[src/core/sweep_pkg.sv]
package sweep_pkg;

    // ------------------------------------------------------------
    // Register port
    // ------------------------------------------------------------
    localparam int ADDR_W = 4;
    localparam int DATA_W = 32;
    localparam logic [3:0] CTRL_ADDR = 4'h0;
    localparam logic [3:0] STAT_ADDR = 4'h4;

    // ------------------------------------------------------------
    // Display and source modes
    // ------------------------------------------------------------
    typedef enum logic [1:0] {
        DISP_MAIN_ONLY      = 2'b00,
        DISP_MAIN_HIGHLIGHT = 2'b01,
        DISP_DELAYED_ONLY   = 2'b10,
        DISP_ALTERNATE      = 2'b11
    } disp_mode_t;

    // Control word, bit 0 upward: disp_mode[1:0], xy_mode, channel_alternate_mode,
    // delayed_start_direct
    typedef struct packed {
        logic delayed_start_direct;
        logic channel_alternate_mode;
        logic xy_mode;
        disp_mode_t disp_mode;
    } ctrl_t;

    localparam int CTRL_W = 5;
    localparam logic [4:0] CTRL_RST = 5'h10;

    // Sweep events arriving on pins
    typedef struct packed {
        logic ramp_max;
        logic dtrig;
        logic delay_cmp;
        logic main_end;
    } sweep_ev_t;

    localparam logic [3:0] EV_RST = 4'h0;

    // Status word, bit 0 upward: sweep_q, sweep_qn, sel_q, sel_qn, lockout_hold,
    // stage2_q, sweep_count[7:0]
    typedef struct packed {
        logic [7:0] sweep_count;
        logic stage2_q;
        logic lockout_hold;
        logic sel_qn;
        logic sel_q;
        logic sweep_qn;
        logic sweep_q;
    } status_t;

    localparam int STAT_W = 14;
    localparam int COUNT_W = 8;

    // Horizontal source select, exactly one bit high
    typedef struct packed {
        logic xy;
        logic delayed;
        logic main_ramp;
    } xsel_t;

    localparam logic [2:0] XSEL_RST = 3'h1;

endpackage

[src/core/bistable_cell.sv]
`timescale 1ns/1ps

// Edge-event bistable with level preset/clear that override the clocked path.
// Preset and clear together force both outputs high.
module bistable_cell #(
    parameter logic RST_Q = 1'b0
) (
    // Clock and reset
    input wire logic clk_sys,
    input wire logic rst_n,
    // Controls
    input wire logic preset,
    input wire logic clear,
    input wire logic tick,
    input wire logic d,
    // State
    output logic q,
    output logic q_n
);

    always_ff @(posedge clk_sys or negedge rst_n) begin
        if (!rst_n) begin
            q <= RST_Q;
            q_n <= ~RST_Q;
        end else if (preset && clear) begin
            q <= 1'b1;
            q_n <= 1'b1;
        end else if (clear) begin
            q <= 1'b0;
            q_n <= 1'b1;
        end else if (preset) begin
            q <= 1'b1;
            q_n <= 1'b0;
        end else if (tick) begin
            q <= d;
            q_n <= ~d;
        end
    end

endmodule

[src/core/dual_sweep_x_source_select.sv]
`timescale 1ns/1ps

// Summary of operation
// - Setting the delayed-sweep bistable starts the delayed ramp: run high, flyback low.
// - Delayed ramp reaching its maximum level clears the delayed-sweep bistable.
// - Delayed sweep has no hold-off or free run; only its start event starts it.
// - Delayed-sweep reset clocks a low into the lockout, holding the sweep cleared.
// - Main-sweep end presets the lockout, releasing the hold for the next start.
// - Main-only mode holds the delayed-sweep bistable cleared continuously.
// - Exactly one of main ramp, delayed ramp or X-Y input drives horizontal.
// - Main-only and highlighted modes hold the selection bistable cleared: main ramp.
// - Delayed-only mode holds the selection bistable preset: delayed ramp.
// - Alternate mode toggles selection at each main-sweep end while stage two presets.
// - With channel alternate, stage two is freed: two main then two delayed sweeps.
// - Alternate mode enables trace separation on delayed sweeps only.
// - X-Y mode selects X-Y input and forces both selection outputs high.
// - Delayed sweep starts on delay edge directly, or on first trigger after arming.
module dual_sweep_x_source_select
    import sweep_pkg::*;
(
    // Clock and reset
    input wire logic clk_sys,
    input wire logic reset_n,
    // Register port
    input wire logic [sweep_pkg::ADDR_W-1:0] reg_addr,
    input wire logic [sweep_pkg::DATA_W-1:0] reg_wdata,
    input wire logic reg_wr,
    input wire logic reg_rd,
    output logic [sweep_pkg::DATA_W-1:0] reg_rdata,
    // Sweep event pins
    input wire sweep_pkg::sweep_ev_t ev_pins,
    // Delayed ramp control
    output logic delayed_ramp_run,
    output logic delayed_flyback,
    // Horizontal source and trace separation
    output sweep_pkg::xsel_t xsel,
    output logic trace_sep_en
);
    import sweep_pkg::*;

    // ------------------------------------------------------------
    // Helpers
    // ------------------------------------------------------------
    function automatic logic rise(input logic now, input logic prev);
        rise = now & ~prev;
    endfunction

    function automatic logic mode_is(input ctrl_t c, input disp_mode_t m);
        mode_is = (c.disp_mode == m);
    endfunction

    // ------------------------------------------------------------
    // Reset release
    // ------------------------------------------------------------
    logic rst_s1_r;
    logic rst_sync_r;

    always_ff @(posedge clk_sys or negedge reset_n) begin
        if (!reset_n) begin
            rst_s1_r <= 1'b0;
            rst_sync_r <= 1'b0;
        end else begin
            rst_s1_r <= 1'b1;
            rst_sync_r <= rst_s1_r;
        end
    end

    // ------------------------------------------------------------
    // Pin synchronisers and edge detect
    // ------------------------------------------------------------
    sweep_ev_t ev_s1_r;
    sweep_ev_t ev_s2_r;
    sweep_ev_t ev_d_r;

    always_ff @(posedge clk_sys or negedge rst_sync_r) begin
        if (!rst_sync_r) begin
            ev_s1_r <= sweep_ev_t'(EV_RST);
            ev_s2_r <= sweep_ev_t'(EV_RST);
            ev_d_r <= sweep_ev_t'(EV_RST);
        end else begin
            ev_s1_r <= ev_pins;
            ev_s2_r <= ev_s1_r;
            ev_d_r <= ev_s2_r;
        end
    end

    logic cmp_rise;
    logic dtrig_rise;
    logic main_rise;

    assign cmp_rise = rise(ev_s2_r.delay_cmp, ev_d_r.delay_cmp);
    assign dtrig_rise = rise(ev_s2_r.dtrig, ev_d_r.dtrig);
    assign main_rise = rise(ev_s2_r.main_end, ev_d_r.main_end);

    // ------------------------------------------------------------
    // Control register
    // ------------------------------------------------------------
    ctrl_t ctrl_r;

    always_ff @(posedge clk_sys or negedge rst_sync_r) begin
        if (!rst_sync_r) begin
            ctrl_r <= ctrl_t'(CTRL_RST);
        end else if (reg_wr && reg_addr == CTRL_ADDR) begin
            ctrl_r <= ctrl_t'(reg_wdata[CTRL_W-1:0]);
        end
    end

    logic m_main_only;
    logic m_highlight;
    logic m_delayed_only;
    logic m_alternate;
    logic m_xy;

    assign m_main_only = mode_is(ctrl_r, DISP_MAIN_ONLY);
    assign m_highlight = mode_is(ctrl_r, DISP_MAIN_HIGHLIGHT);
    assign m_delayed_only = mode_is(ctrl_r, DISP_DELAYED_ONLY);
    assign m_alternate = mode_is(ctrl_r, DISP_ALTERNATE);
    assign m_xy = ctrl_r.xy_mode;

    // ------------------------------------------------------------
    // Delayed-sweep bistable
    // ------------------------------------------------------------
    logic sweep_q;
    logic sweep_qn;
    logic sweep_tick;
    logic sweep_d;
    logic sweep_clear;
    logic lock_q;
    logic lock_qn;

    // Direct start clocks a high on the delay edge; gated start is armed by
    // the comparator level and clocked by the delayed trigger
    assign sweep_tick = ctrl_r.delayed_start_direct ? cmp_rise : dtrig_rise;
    assign sweep_d = ctrl_r.delayed_start_direct ? 1'b1 : ev_s2_r.delay_cmp;
    assign sweep_clear = ev_s2_r.ramp_max | lock_qn | m_main_only;

    bistable_cell #(
        .RST_Q(1'b0)
    ) u_sweep (
        .clk_sys(clk_sys),
        .rst_n(rst_sync_r),
        .preset(1'b0),
        .clear(sweep_clear),
        .tick(sweep_tick),
        .d(sweep_d),
        .q(sweep_q),
        .q_n(sweep_qn)
    );

    // ------------------------------------------------------------
    // Lockout bistable
    // ------------------------------------------------------------
    logic sweep_qn_d_r;
    logic lock_tick;

    always_ff @(posedge clk_sys or negedge rst_sync_r) begin
        if (!rst_sync_r) begin
            sweep_qn_d_r <= 1'b1;
        end else begin
            sweep_qn_d_r <= sweep_qn;
        end
    end

    assign lock_tick = rise(sweep_qn, sweep_qn_d_r);

    // Data tied low; main-sweep end level presets it
    bistable_cell #(
        .RST_Q(1'b1)
    ) u_lockout (
        .clk_sys(clk_sys),
        .rst_n(rst_sync_r),
        .preset(ev_s2_r.main_end),
        .clear(1'b0),
        .tick(lock_tick),
        .d(1'b0),
        .q(lock_q),
        .q_n(lock_qn)
    );

    // ------------------------------------------------------------
    // Source selection: stage one and stage two
    // ------------------------------------------------------------
    logic sel_q;
    logic sel_qn;
    logic sel_preset;
    logic sel_clear;
    logic sel_d;
    logic st2_q;
    logic st2_qn;

    assign sel_preset = m_delayed_only | m_xy;
    assign sel_clear = m_main_only | m_highlight | m_xy;
    // J and K both follow stage two: toggle when high, hold when low
    assign sel_d = st2_q ? ~sel_q : sel_q;

    bistable_cell #(
        .RST_Q(1'b0)
    ) u_select (
        .clk_sys(clk_sys),
        .rst_n(rst_sync_r),
        .preset(sel_preset),
        .clear(sel_clear),
        .tick(main_rise),
        .d(sel_d),
        .q(sel_q),
        .q_n(sel_qn)
    );

    // Held preset unless channel alternate frees it to divide
    bistable_cell #(
        .RST_Q(1'b1)
    ) u_stage2 (
        .clk_sys(clk_sys),
        .rst_n(rst_sync_r),
        .preset(~ctrl_r.channel_alternate_mode),
        .clear(1'b0),
        .tick(main_rise),
        .d(st2_qn),
        .q(st2_q),
        .q_n(st2_qn)
    );

    // ------------------------------------------------------------
    // Output stage
    // ------------------------------------------------------------
    xsel_t xsel_nxt;

    always_comb begin
        xsel_nxt = '0;
        if (m_xy) begin
            xsel_nxt.xy = 1'b1;
        end else if (sel_q) begin
            xsel_nxt.delayed = 1'b1;
        end else begin
            xsel_nxt.main_ramp = 1'b1;
        end
    end

    always_ff @(posedge clk_sys or negedge rst_sync_r) begin
        if (!rst_sync_r) begin
            delayed_ramp_run <= 1'b0;
            delayed_flyback <= 1'b1;
        end else begin
            delayed_ramp_run <= sweep_q;
            delayed_flyback <= sweep_qn;
        end
    end

    always_ff @(posedge clk_sys or negedge rst_sync_r) begin
        if (!rst_sync_r) begin
            xsel <= xsel_t'(XSEL_RST);
            trace_sep_en <= 1'b0;
        end else begin
            xsel <= xsel_nxt;
            trace_sep_en <= m_alternate & ~m_xy & sel_q & ~sel_qn;
        end
    end

    // ------------------------------------------------------------
    // Delayed sweep counter and register reads
    // ------------------------------------------------------------
    logic [COUNT_W-1:0] sweep_count_r;
    logic sweep_q_d_r;
    status_t status;

    always_ff @(posedge clk_sys or negedge rst_sync_r) begin
        if (!rst_sync_r) begin
            sweep_q_d_r <= 1'b0;
            sweep_count_r <= '0;
        end else begin
            sweep_q_d_r <= sweep_q;
            if (rise(sweep_q, sweep_q_d_r)) begin
                sweep_count_r <= sweep_count_r + 8'h01;
            end
        end
    end

    always_comb begin
        status.sweep_count = sweep_count_r;
        status.stage2_q = st2_q;
        status.lockout_hold = lock_qn;
        status.sel_qn = sel_qn;
        status.sel_q = sel_q;
        status.sweep_qn = sweep_qn;
        status.sweep_q = sweep_q;
    end

    always_ff @(posedge clk_sys or negedge rst_sync_r) begin
        if (!rst_sync_r) begin
            reg_rdata <= '0;
        end else if (reg_rd && reg_addr == CTRL_ADDR) begin
            reg_rdata <= {{(DATA_W-CTRL_W){1'b0}}, ctrl_r};
        end else if (reg_rd && reg_addr == STAT_ADDR) begin
            reg_rdata <= {{(DATA_W-STAT_W){1'b0}}, status};
        end else begin
            reg_rdata <= '0;
        end
    end

    // ------------------------------------------------------------
    // Checks
    // ------------------------------------------------------------
    a_sweep_start_out:
    assert property (@(posedge clk_sys) disable iff (!rst_sync_r)
        $rose(sweep_q) |=> delayed_ramp_run && !delayed_flyback)
        else $error("delayed ramp outputs did not follow sweep set");

    a_ramp_max_clear:
    assert property (@(posedge clk_sys) disable iff (!rst_sync_r)
        ev_s2_r.ramp_max |=> !sweep_q ##1 !delayed_ramp_run)
        else $error("ramp maximum did not clear delayed sweep");

    a_no_free_run:
    assert property (@(posedge clk_sys) disable iff (!rst_sync_r)
        $rose(sweep_q) |-> $past(sweep_tick))
        else $error("delayed sweep started without start event");

    a_lockout_hold_set:
    assert property (@(posedge clk_sys) disable iff (!rst_sync_r)
        lock_tick && !ev_s2_r.main_end |=> lock_qn ##0 !sweep_q)
        else $error("lockout not taken after delayed sweep reset");

    a_lockout_release:
    assert property (@(posedge clk_sys) disable iff (!rst_sync_r)
        ev_s2_r.main_end |=> !lock_qn)
        else $error("main sweep end did not release lockout");

    a_main_only_inhibit:
    assert property (@(posedge clk_sys) disable iff (!rst_sync_r)
        m_main_only |=> !sweep_q)
        else $error("delayed sweep ran in main-only mode");

    a_xsel_onehot:
    assert property (@(posedge clk_sys) disable iff (!rst_sync_r)
        $onehot(xsel))
        else $error("horizontal source select not one-hot");

    a_main_forced:
    assert property (@(posedge clk_sys) disable iff (!rst_sync_r)
        (m_main_only || m_highlight) && !m_xy ##1 (m_main_only || m_highlight) && !m_xy
        |-> !sel_q ##1 xsel.main_ramp)
        else $error("main ramp not forced in main modes");

    a_delayed_forced:
    assert property (@(posedge clk_sys) disable iff (!rst_sync_r)
        m_delayed_only && !m_xy ##1 m_delayed_only && !m_xy |-> sel_q ##1 xsel.delayed)
        else $error("delayed ramp not forced in delayed-only mode");

    a_alt_toggle:
    assert property (@(posedge clk_sys) disable iff (!rst_sync_r)
        m_alternate && !m_xy && !ctrl_r.channel_alternate_mode && st2_q && main_rise
        |=> sel_q != $past(sel_q))
        else $error("selection did not toggle at main sweep end");

    a_div4_hold:
    assert property (@(posedge clk_sys) disable iff (!rst_sync_r)
        m_alternate && !m_xy && ctrl_r.channel_alternate_mode && !st2_q && main_rise
        |=> $stable(sel_q) && st2_q)
        else $error("divide-by-four sequence broken");

    a_trace_sep:
    assert property (@(posedge clk_sys) disable iff (!rst_sync_r)
        trace_sep_en |-> xsel.delayed && !xsel.main_ramp)
        else $error("trace separation on a non-delayed sweep");

    a_xy_both_high:
    assert property (@(posedge clk_sys) disable iff (!rst_sync_r)
        m_xy |=> sel_q && sel_qn && xsel.xy)
        else $error("X-Y mode did not force selection outputs high");

    a_gated_start:
    assert property (@(posedge clk_sys) disable iff (!rst_sync_r)
        !ctrl_r.delayed_start_direct && dtrig_rise && !ev_s2_r.delay_cmp && !sweep_q
        |=> !sweep_q)
        else $error("gated sweep started before arming");

    a_clear_wins:
    assert property (@(posedge clk_sys) disable iff (!rst_sync_r)
        sweep_clear && sweep_tick |=> !sweep_q)
        else $error("clock edge overrode held clear");

endmodule

[config.mk]
export PLATFORM = sky130hd
export DESIGN_NAME = dual_sweep_x_source_select
export DESIGN_NICKNAME = d
export VERILOG_FILES = /design/src/core/sweep_pkg.sv /design/src/core/bistable_cell.sv /design/src/core/dual_sweep_x_source_select.sv
export SDC_FILE = /design/constraint.sdc
export NUM_CORES = 1
export LEC_CHECK = 0
export ABC_AREA = 1
export ABC_CLOCK_PERIOD_IN_PS = 1490
export BUFFER_PORTS_ARGS = -buffer_cell sky130_fd_sc_hd__buf_2
export CAP_MARGIN = 30
export CORE_ASPECT_RATIO = 0.6
export CORE_MARGIN = 2
export CORE_UTILIZATION = 43
export CTS_BUF_LIST = sky130_fd_sc_hd__clkbuf_16
export CTS_CLUSTER_DIAMETER = 150
export DETAILED_ROUTE_END_ITERATION = 8
export GPL_TIMING_DRIVEN = 0
export PLACE_DENSITY_LB_ADDON = 0.25
export RECOVER_POWER = 25
export SLEW_MARGIN = 20
export SYNTH_ARGS = -nofsm -noshare
export SYNTH_HDL_FRONTEND = slang
export SYNTH_SLANG_ARGS = --single-unit
[constraint.sdc]
create_clock -name clk_sys -period 1.49 [get_ports clk_sys]
set_input_delay 0.149 -clock clk_sys [delete_from_list [all_inputs] [get_ports clk_sys]]
set_output_delay 0.149 -clock clk_sys [all_outputs]
set_load 0.05 [all_outputs]
==> flow_metrics.tcl, run 1 <==
set metrics [dict create \
    status "completed" \
    syn_avg_cell_area_um2 10.7 \
    clkSinkCount 53 \
    nFillCells 426 \
    seq_area_frac_synth 0.640 \
    period_share 0.833 \
    drtPass1Iterations 4 \
    cts_inserted_buffers 5 \
    hpwl_mm 2.48 \
    timing.critical_path.cells "buf_2" \
    antenna_found_initial 0 \
    fmax_mhz 806 \
    rows 19 \
    grt_pass1_vias 1275 \
    root_buffer "clkbuf_16" \
    drc 0 \
    yosysTopAreaCellShare 0.564 \
    area_growth_pct 25.6 \
    crit_family "flip-flops" \
    max_stage_delay_ps 540 \
    min_path_type "in2reg" \
    fin_tns_setup_ps 0 \
    num_antenna_cells 0 \
    crit_buf_inv 1 \
    cp-endpoint "delayed_flyback" \
    portBuffers 36 \
    grt_overflow 0 \
    viasPerCell 4.08 \
    netlist_area_mm2 0.00208 \
    p_sw_frac 0.306 \
    drive_gt1_frac 0.294 \
    clkPwrFrac 0.316 \
    initialDrtViolationCount 51 \
    die_area_mm2 0.00544 \
    worstSetupStartpoint "delayed_flyback$_DFF_PN1_" \
    routedWlPerCell_um 10.4 \
    power.density_mw_per_mm2 1340 \
    ys.flop_type "dfrtp_1" \
    h-tree-depth 2 \
    grt_pass1_wl_mm 5.77 \
    yosys.area.top_type "dfrtp_1" \
    synthDistinctLibCells 23 \
    synth_most_common_cell "dfrtp_1" \
    p_int_mw 2.43 \
    crit_arrival_ps 1090 \
    ys.warnings.count 0 \
    drt-total-wl_mm 3.38 \
    clkTransAtPathRegs_ps 70 \
    ctsLongestPathBuffers 2 \
    setup_violations 0 \
    grt_max_degree 34 \
    io_pins 82 \
    max_cap_violations 0 \
    fin_area_mm2 0.00262 \
    die_w_um 93.9 \
    gp_congestion 0.774 \
    min_period_ps 1240 \
    ant_nets 0 \
    tightest_slew_ps 793 \
    die_height_um 57.9 \
    p_leak_nw 1.42 \
    synth.area.top_cells "dfrtp_1 (56%), dfstp_2 (7.6%), buf_4 (6.5%), nor2_1 (5.6%), inv_1 (4.9%)" \
    path_depth 1 \
    ff2ff_path_depth 6 \
    cts_setup_buffers 0 \
    core-area_mm2 0.00461 \
    rr_endpoint "sweep_count_r[6]$_DFFE_PN0P_" \
    slew_violations 0 \
    fin_nets 306 \
    switchingPower_mw 1.07 \
    async_flop_share 1.00 \
    crit_required_ps 1340 \
    synth.cells.most_frequent "dfrtp_1 (47), nor2_1 (31), inv_1 (27)" \
    synth_edf_count 0 \
    ctsHoldBuffers 5 \
    start_util 0.452 \
    rsz0062_at_grt "no" \
    multi_input_area_um2 567 \
    critical_path_class "reg2out" \
    tritoncts "yes" \
    ff2ff_setup_slack_ps 340 \
    place_area_mm2 0.00243 \
    cp_slowest_cell "dfstp_2" \
    clk-insertion-delay-late_ps 290 \
    layout.area.seq_mm2 0.00133 \
    reg2reg_from "sweep_count_r[1]$_DFFE_PN0P_" \
    hold_viol_final 0 \
    combPwrFrac 0.190 \
    ctsResizeCount 0 \
    startpoint_type "flop" \
    track_usage 0.140 \
    worstPathMaxFanout 2 \
    synth_seq_cells 53 \
    pwr-share-seq 0.494 \
    slew_headroom 0.471 \
    worst_setup_path_end_kind "output pin" \
    fin_skew_ps 4.27 \
    vias 1325 \
    syn_inst 195 \
    ir_worst_vdd_v 0.000716 \
]
==> worst min-delay path by stage <==
stage / startpoint / end / slack (ps) / cells past startpoint
4_1_cts: reg_wdata[2] / m_xy$_DFFE_PN0P_ / 100 / 3
2_1_floorplan: reset_n / rst_s1_r$_DFF_PN0_ / -150 / 0
6_report: reg_wdata[4] / ctrl_r[4]$_DFFE_PN1P_ / 110 / 3
3_3_place_gp: reset_n / rst_s1_r$_DFF_PN0_ / -60 / 1
3_5_place_dp: reset_n / rst_s1_r$_DFF_PN0_ / -60 / 1
5_1_grt: reg_wdata[2] / m_xy$_DFFE_PN0P_ / 120 / 3
==> state kept, by name, indices dropped and copies added (netlist names), 3 cells and up <==
name           cells
ev_s2_r            4
reg_rdata         14
xsel               3
ctrl_r             4
ev_s1_r            4
sweep_count_r      8
ev_d_r             3
==> layer usage <==
layer / wire [µm] / track usage / up-vias
met3: 198 / 0.0455 / 2
met4: 17 / 0.0373 / 0
met1: 1730 / 0.204 / 599
li1: - / - / 696
met2: 1440 / 0.206 / 28
met5: 0 / 0 / -
==> layout by cell type (no fill, tap or decap) <==
cell type	instances
dfrtp_1	47
buf_2	35
nor2_1	31
inv_1	27
nand2_1	25
conb_1	19
buf_4	18
a21oi_1	7
nand3_1	6
dfstp_2	6
o21ai_0	5
clkbuf_16	5
dlygate4sd3_1	5
o22ai_1	4
xor2_1	4
nand2_2	2
nor3_4	2
clkinv_2	2
nor2_4	1
nand4_4	1
buf_6	1
o22ai_2	1
nand3b_1	1
nand3_2	1
o211ai_1	1
o21a_1	1
ha_1	1
clkinvlp_4	1
clkbuf_1	1
buf_12	1
==> power by group through the flow <==
stage	Clock (mW)	Sequential, mW	Combinational (mW)
finish	1.11	1.73	0.666
global route	1.19	1.76	0.742
CTS	1.14	1.73	0.671
detailed placement	0	1.76	0.653
global placement	0	1.77	0.623
floorplan	0	1.85	0.412
==> final cells by class <==
| class | count | share of cell area |
|---|---|---|
| sequential | 53 | 0.509 |
| clock buffer | 5 | 0.0478 |
| timing repair buffer | 42 | 0.0951 |
| buffer | 19 | 0.0559 |
| clock inverter | 3 | 0.00669 |
| inverter | 27 | 0.0387 |
| tap | 63 | 0.0301 |
| multi-input combinational | 113 | 0.216 |
==> stage by stage <==
stage,utilization,setup WS [ps],instances,hold slack (ps),total power [mW]
6_report,0.568,249,325,108,3.50
5_1_grt,0.568,193,325,124,3.69
4_1_cts,0.568,239,325,104,3.54
3_5_place_dp,0.527,352,312,-63.6,2.41
3_3_place_gp,0.522,277,311,-64.0,2.39
2_1_floorplan,-,268,212,-147,2.26
==> kinds of logic (layout without fill, tap and decap cells) <==
family                   after synthesis  count (layout)  synth area share
other                                  2              19           0.00360
flip-flops                            53              53             0.640
AO/OA/AOI/OAI                         19              19            0.0540
adder cells (fa/ha/maj)                1               1           0.00600
AND/OR/NAND/NOR                       70              70             0.161
buffers and inverters                 46              96             0.119
XOR/XNOR                               4               4            0.0168
Power figures use the tool's default switching activity.
==> run 2: changes to the inputs <==
- ABC_CLOCK_PERIOD_IN_PS: 1490 -> 1000
- clock period: 1.49 -> 1 ns (I/O delays scaled with it)
==> flow_metrics.tcl, run 2 (synthesis results as in run 1) <==
set metrics [dict create \
    top_register "reg_rdata" \
    routedWlPerCell_um 11.2 \
    drive_gt1_frac 0.368 \
    die_height_um 57.9 \
    ff2ff_setup_slack_ps -110 \
    clkTransAtPathRegs_ps 70 \
    p_leak_nw 1.50 \
    num_antenna_cells 0 \
    hold_viol_final 0 \
    p_int_mw 3.84 \
    top_regs "reg_rdata (14), sweep_count_r (8)" \
    rsz0062_at_grt "yes" \
    io_pins 82 \
    die_area_mm2 0.00544 \
    drtPass1Iterations 4 \
    grt_max_degree 33 \
    p_sw_frac 0.310 \
    gp_congestion 0.807 \
    viasPerCell 4.24 \
    critical_path_class "reg2reg" \
    area_growth_pct 33.6 \
    ctsLongestPathBuffers 2 \
    fmax_mhz 902 \
    start_util 0.452 \
    combPwrFrac 0.238 \
    ff2ff_path_depth 6 \
    worst_slack_ps -108 \
    ant_nets 0 \
    hold-worst-slack_ps 59.8 \
    grt_pass1_vias 1309 \
    hpwl_mm 2.55 \
    clkSinkCount 53 \
    track_usage 0.146 \
    die_w_um 93.9 \
    core-area_mm2 0.00461 \
    startpoint_type "flop" \
    fin_tns_setup_ps -528 \
    fin_nets 316 \
    cts_inserted_buffers 5 \
    place_area_mm2 0.00243 \
    final_cell_mix "dfrtp_1 (43), buf_2 (30), nor2_1 (28), buf_4 (27), inv_1 (24)" \
    ir_worst_vdd_v 0.000919 \
    initialDrtViolationCount 45 \
    fin_skew_ps 5.74 \
    drt-total-wl_mm 3.74 \
    switchingPower_mw 1.73 \
    crit_required_ps 1180 \
    setup_violations 8 \
    drc 0 \
    whs_path_depth 3 \
    tritoncts "yes" \
    pwr-share-seq 0.474 \
    portBuffers 36 \
    worst_setup_path_end_kind "flop" \
    slew_violations 0 \
    power.density_mw_per_mm2 2000 \
    grt_overflow 0 \
    rows 19 \
    max_cap_violations 0 \
    min_path_type "in2reg" \
    fin_area_mm2 0.00278 \
    grt_pass1_wl_mm 5.98 \
    root_buffer "clkbuf_16" \
    largest_reg_flops 14 \
    crit_arrival_ps 1280 \
    antenna_found_initial 0 \
    layout_commonest_cell "dfrtp_1" \
    violations "setup timing" \
    period_share 1.11 \
    status "complete, but fails checks" \
    clk-insertion-delay-late_ps 280 \
    vias 1420 \
    worstPathMaxFanout 3 \
    clkPwrFrac 0.288 \
    min_period_ps 1110 \
    h-tree-depth 2 \
]
## run 2: metal layers
layer | part of all wire | vias to the layer above | GRT usage
met1 | 0.48 | 673 | 0.201
met5 | 0 | - | 0
met4 | 0.0061 | 0 | 0.0373
met3 | 0.049 | 4 | 0.0533
li1 | - | 715 | -
met2 | 0.46 | 28 | 0.224
## run 2: timing repair
item                                    CTS  global route
hold endpoints to repair                  6             0
buffers inserted                          6             4
gates resized for setup                  20            12
pin swaps                                 6             8
endpoints found under the setup margin   11            15
hold buffers                              5             0
## run 2: stage by stage
stage / power [mW] / utilization / std cells / worst slack (ps)
final: 5.57 / 0.604 / 335 / -108
after global routing: 5.86 / 0.604 / 335 / -192
after CTS: 5.45 / 0.590 / 331 / -105
after detailed placement: 3.61 / 0.528 / 312 / -151
after global placement: 3.58 / 0.524 / 311 / -285
after floorplan: 3.38 / - / 212 / -90.6
## run 2: final timing paths
path                                               from                           end
min in group asynchronous                       reset_n            rst_s1_r$_DFF_PN0_
max reg2reg                sweep_count_r[1]$_DFFE_PN0P_  sweep_count_r[6]$_DFFE_PN0P_
min                                        reg_wdata[3]         ctrl_r[3]$_DFFE_PN0P_
max in group asynchronous          rst_sync_r$_DFF_PN0_      u_select.q_n$_DFFE_PN1P_
min reg2reg                        rst_sync_r$_DFF_PN0_          ev_s2_r[1]$_DFF_PN0_
max                        sweep_count_r[1]$_DFFE_PN0P_  sweep_count_r[6]$_DFFE_PN0P_
## run 2: power groups by stage
stage,Sequential [mW],Clock [mW],Combinational [mW]
floorplan,2.76,0,0.618
global placement,2.64,0,0.936
detailed placement,2.63,0,0.982
CTS,2.61,1.64,1.21
global route,2.67,1.74,1.45
finish,2.64,1.60,1.32
## run 2: critical path, cell delays in order (launching register included)
cell     delay (ps)
dfrtp_2         410
ha_4            170
nand2_4          50
nor3_4          210
nand2_1          70
nand2_1          60
nand2_1          40
## run 2: area by class of cell
class                           count  area [µm²]
Buffer                             19         146
Clock buffer                        5         125
Clock inverter                      3        11.3
Fill cell                         400        1830
Inverter                           27         104
Multi-Input combinational cell    113         621
Sequential cell                    53        1340
Tap cell                           63        78.8
Timing Repair Buffer               52         359
==> run 3: changes to the inputs <==
- CORE_UTILIZATION: 43 -> 45
- CTS_BUF_LIST: sky130_fd_sc_hd__clkbuf_16 -> sky130_fd_sc_hd__clkbuf_4
==> flow_metrics.tcl, run 3 (synthesis results as in run 1) <==
set metrics [dict create \
    status "complete, but fails checks" \
    violations "setup timing" \
    hold-worst-slack_ps 37.4 \
    rsz0062_at_grt "yes" \
    clkTransAtPathRegs_ps 140 \
    h-tree-depth 2 \
    period_share 1.18 \
    final_cell_mix "dfrtp_1 (44), nor2_1 (28), buf_4 (26), buf_6 (25), nand2_1 (22)" \
    num_antenna_cells 0 \
    fmax_mhz 846 \
    die_area_mm2 0.00521 \
    fin_nets 324 \
    crit_required_ps 900 \
    power.density_mw_per_mm2 1720 \
    drtPass1Iterations 4 \
    path_depth 1 \
    fin_tns_setup_ps -856 \
    core-area_mm2 0.00452 \
    layout_commonest_cell "dfrtp_1" \
    die_height_um 56.7 \
    max_stage_delay_ps 580 \
    gp_congestion 0.807 \
    clk-insertion-delay-late_ps 350 \
    rows 19 \
    worstPathMaxFanout 2 \
    cts_inserted_buffers 5 \
    p_leak_nw 1.50 \
    crit_arrival_ps 1080 \
    hold_viol_final 0 \
    ff2ff_path_depth 6 \
    ff2ff_setup_slack_ps -100 \
    grt_pass1_vias 1279 \
    cp_slowest_cell "dfstp_2" \
    min_path_type "in2async" \
    clkSinkCount 53 \
    worstSetupStartpoint "delayed_flyback$_DFF_PN1_" \
    io_pins 82 \
    top_register "reg_rdata" \
    antenna_found_initial 0 \
    grt_max_degree 31 \
    rr_endpoint "sweep_count_r[6]$_DFFE_PN0P_" \
    ctsLongestPathBuffers 2 \
    worst_slack_ps -183 \
    ir_worst_vdd_v 0.000839 \
    critical_path_class "reg2out" \
    final_util 0.638 \
    ant_nets 0 \
    area_growth_pct 38.3 \
    max_cap_violations 0 \
    initialDrtViolationCount 58 \
    crit_family "flip-flops" \
    setup_violations 19 \
    slew_violations 0 \
    vias 1438 \
    largest_reg_flops 14 \
    die_w_um 91.9 \
    grt_pass1_wl_mm 5.95 \
    routedWlPerCell_um 10.5 \
    timing.critical_path.cells "buf_8" \
    grt_overflow 0 \
    drt-total-wl_mm 3.59 \
    root_buffer "clkbuf_4" \
    tritoncts "yes" \
    start_util 0.461 \
    cp-endpoint "delayed_flyback" \
    fin_skew_ps 11.1 \
    startpoint_type "flop" \
    reg2reg_from "sweep_count_r[1]$_DFFE_PN0P_" \
    worst_setup_path_end_kind "output pin" \
    min_period_ps 1180 \
    top_regs "reg_rdata (14), sweep_count_r (8)" \
    track_usage 0.146 \
    viasPerCell 4.19 \
    hpwl_mm 2.40 \
    drc 0 \
    portBuffers 36 \
    drive_gt1_frac 0.386 \
    crit_buf_inv 1 \
]
==> run 3: metal layers <==
layer | wire length (µm) | vias to the layer above | track usage
met5 | 0 | - | 0
met4 | 15 | 0 | 0.0256
met3 | 134 | 2 | 0.0403
met2 | 1590 | 31 | 0.216
met1 | 1840 | 672 | 0.220
li1 | - | 733 | -
==> run 3: area by class of cell <==
cell class              instances  area (µm²)
clock buffers                   7        52.6
well taps                      63        78.8
inverters                      27         104
repair buffers                 60         544
plain buffers                  19         146
clock inverters                 1        3.75
flip-flops and latches         53        1340
multi-input cells             113         616
fillers                       363        1630
==> run 3: worst min path at each step <==
stage	from	end	slack [ps]	cells after the start
5_1_grt	reset_n	rst_sync_r$_DFF_PN0_	20	2
3_5_place_dp	reset_n	rst_s1_r$_DFF_PN0_	-110	1
2_1_floorplan	reset_n	rst_s1_r$_DFF_PN0_	-200	0
6_report	reset_n	rst_s1_r$_DFF_PN0_	40	2
4_1_cts	reset_n	rst_sync_r$_DFF_PN0_	20	2
3_3_place_gp	reset_n	rst_s1_r$_DFF_PN0_	-110	1
==> run 3: stage by stage <==
step	setup slack (ps)	std cells	area, µm²	power [mW]
after floorplan	-90.6	212	2160	3.38
after global routing	-240	343	2880	5.22
after detailed placement	-153	312	2430	3.60
after CTS	-202	338	2810	4.84
after global placement	-283	311	2410	3.57
final	-183	343	2880	4.95
==> run 3: what timing repair did <==
action                                 4_1_cts  5_1_grt
hold buffers                                10        0
pin swaps                                    6        9
setup buffers                                8        6
endpoints found under the hold margin       11        0
resized for setup                           53       15
setup endpoints to repair                   29       34
==> run 3: power breakdown <==
part | internal, mW | switching [mW] | total [mW]
sequential | 2.42 | 0.190 | 2.61
clock | 0.327 | 0.619 | 0.946
combinational | 0.569 | 0.830 | 1.40
total | 3.31 | 1.64 | 4.95
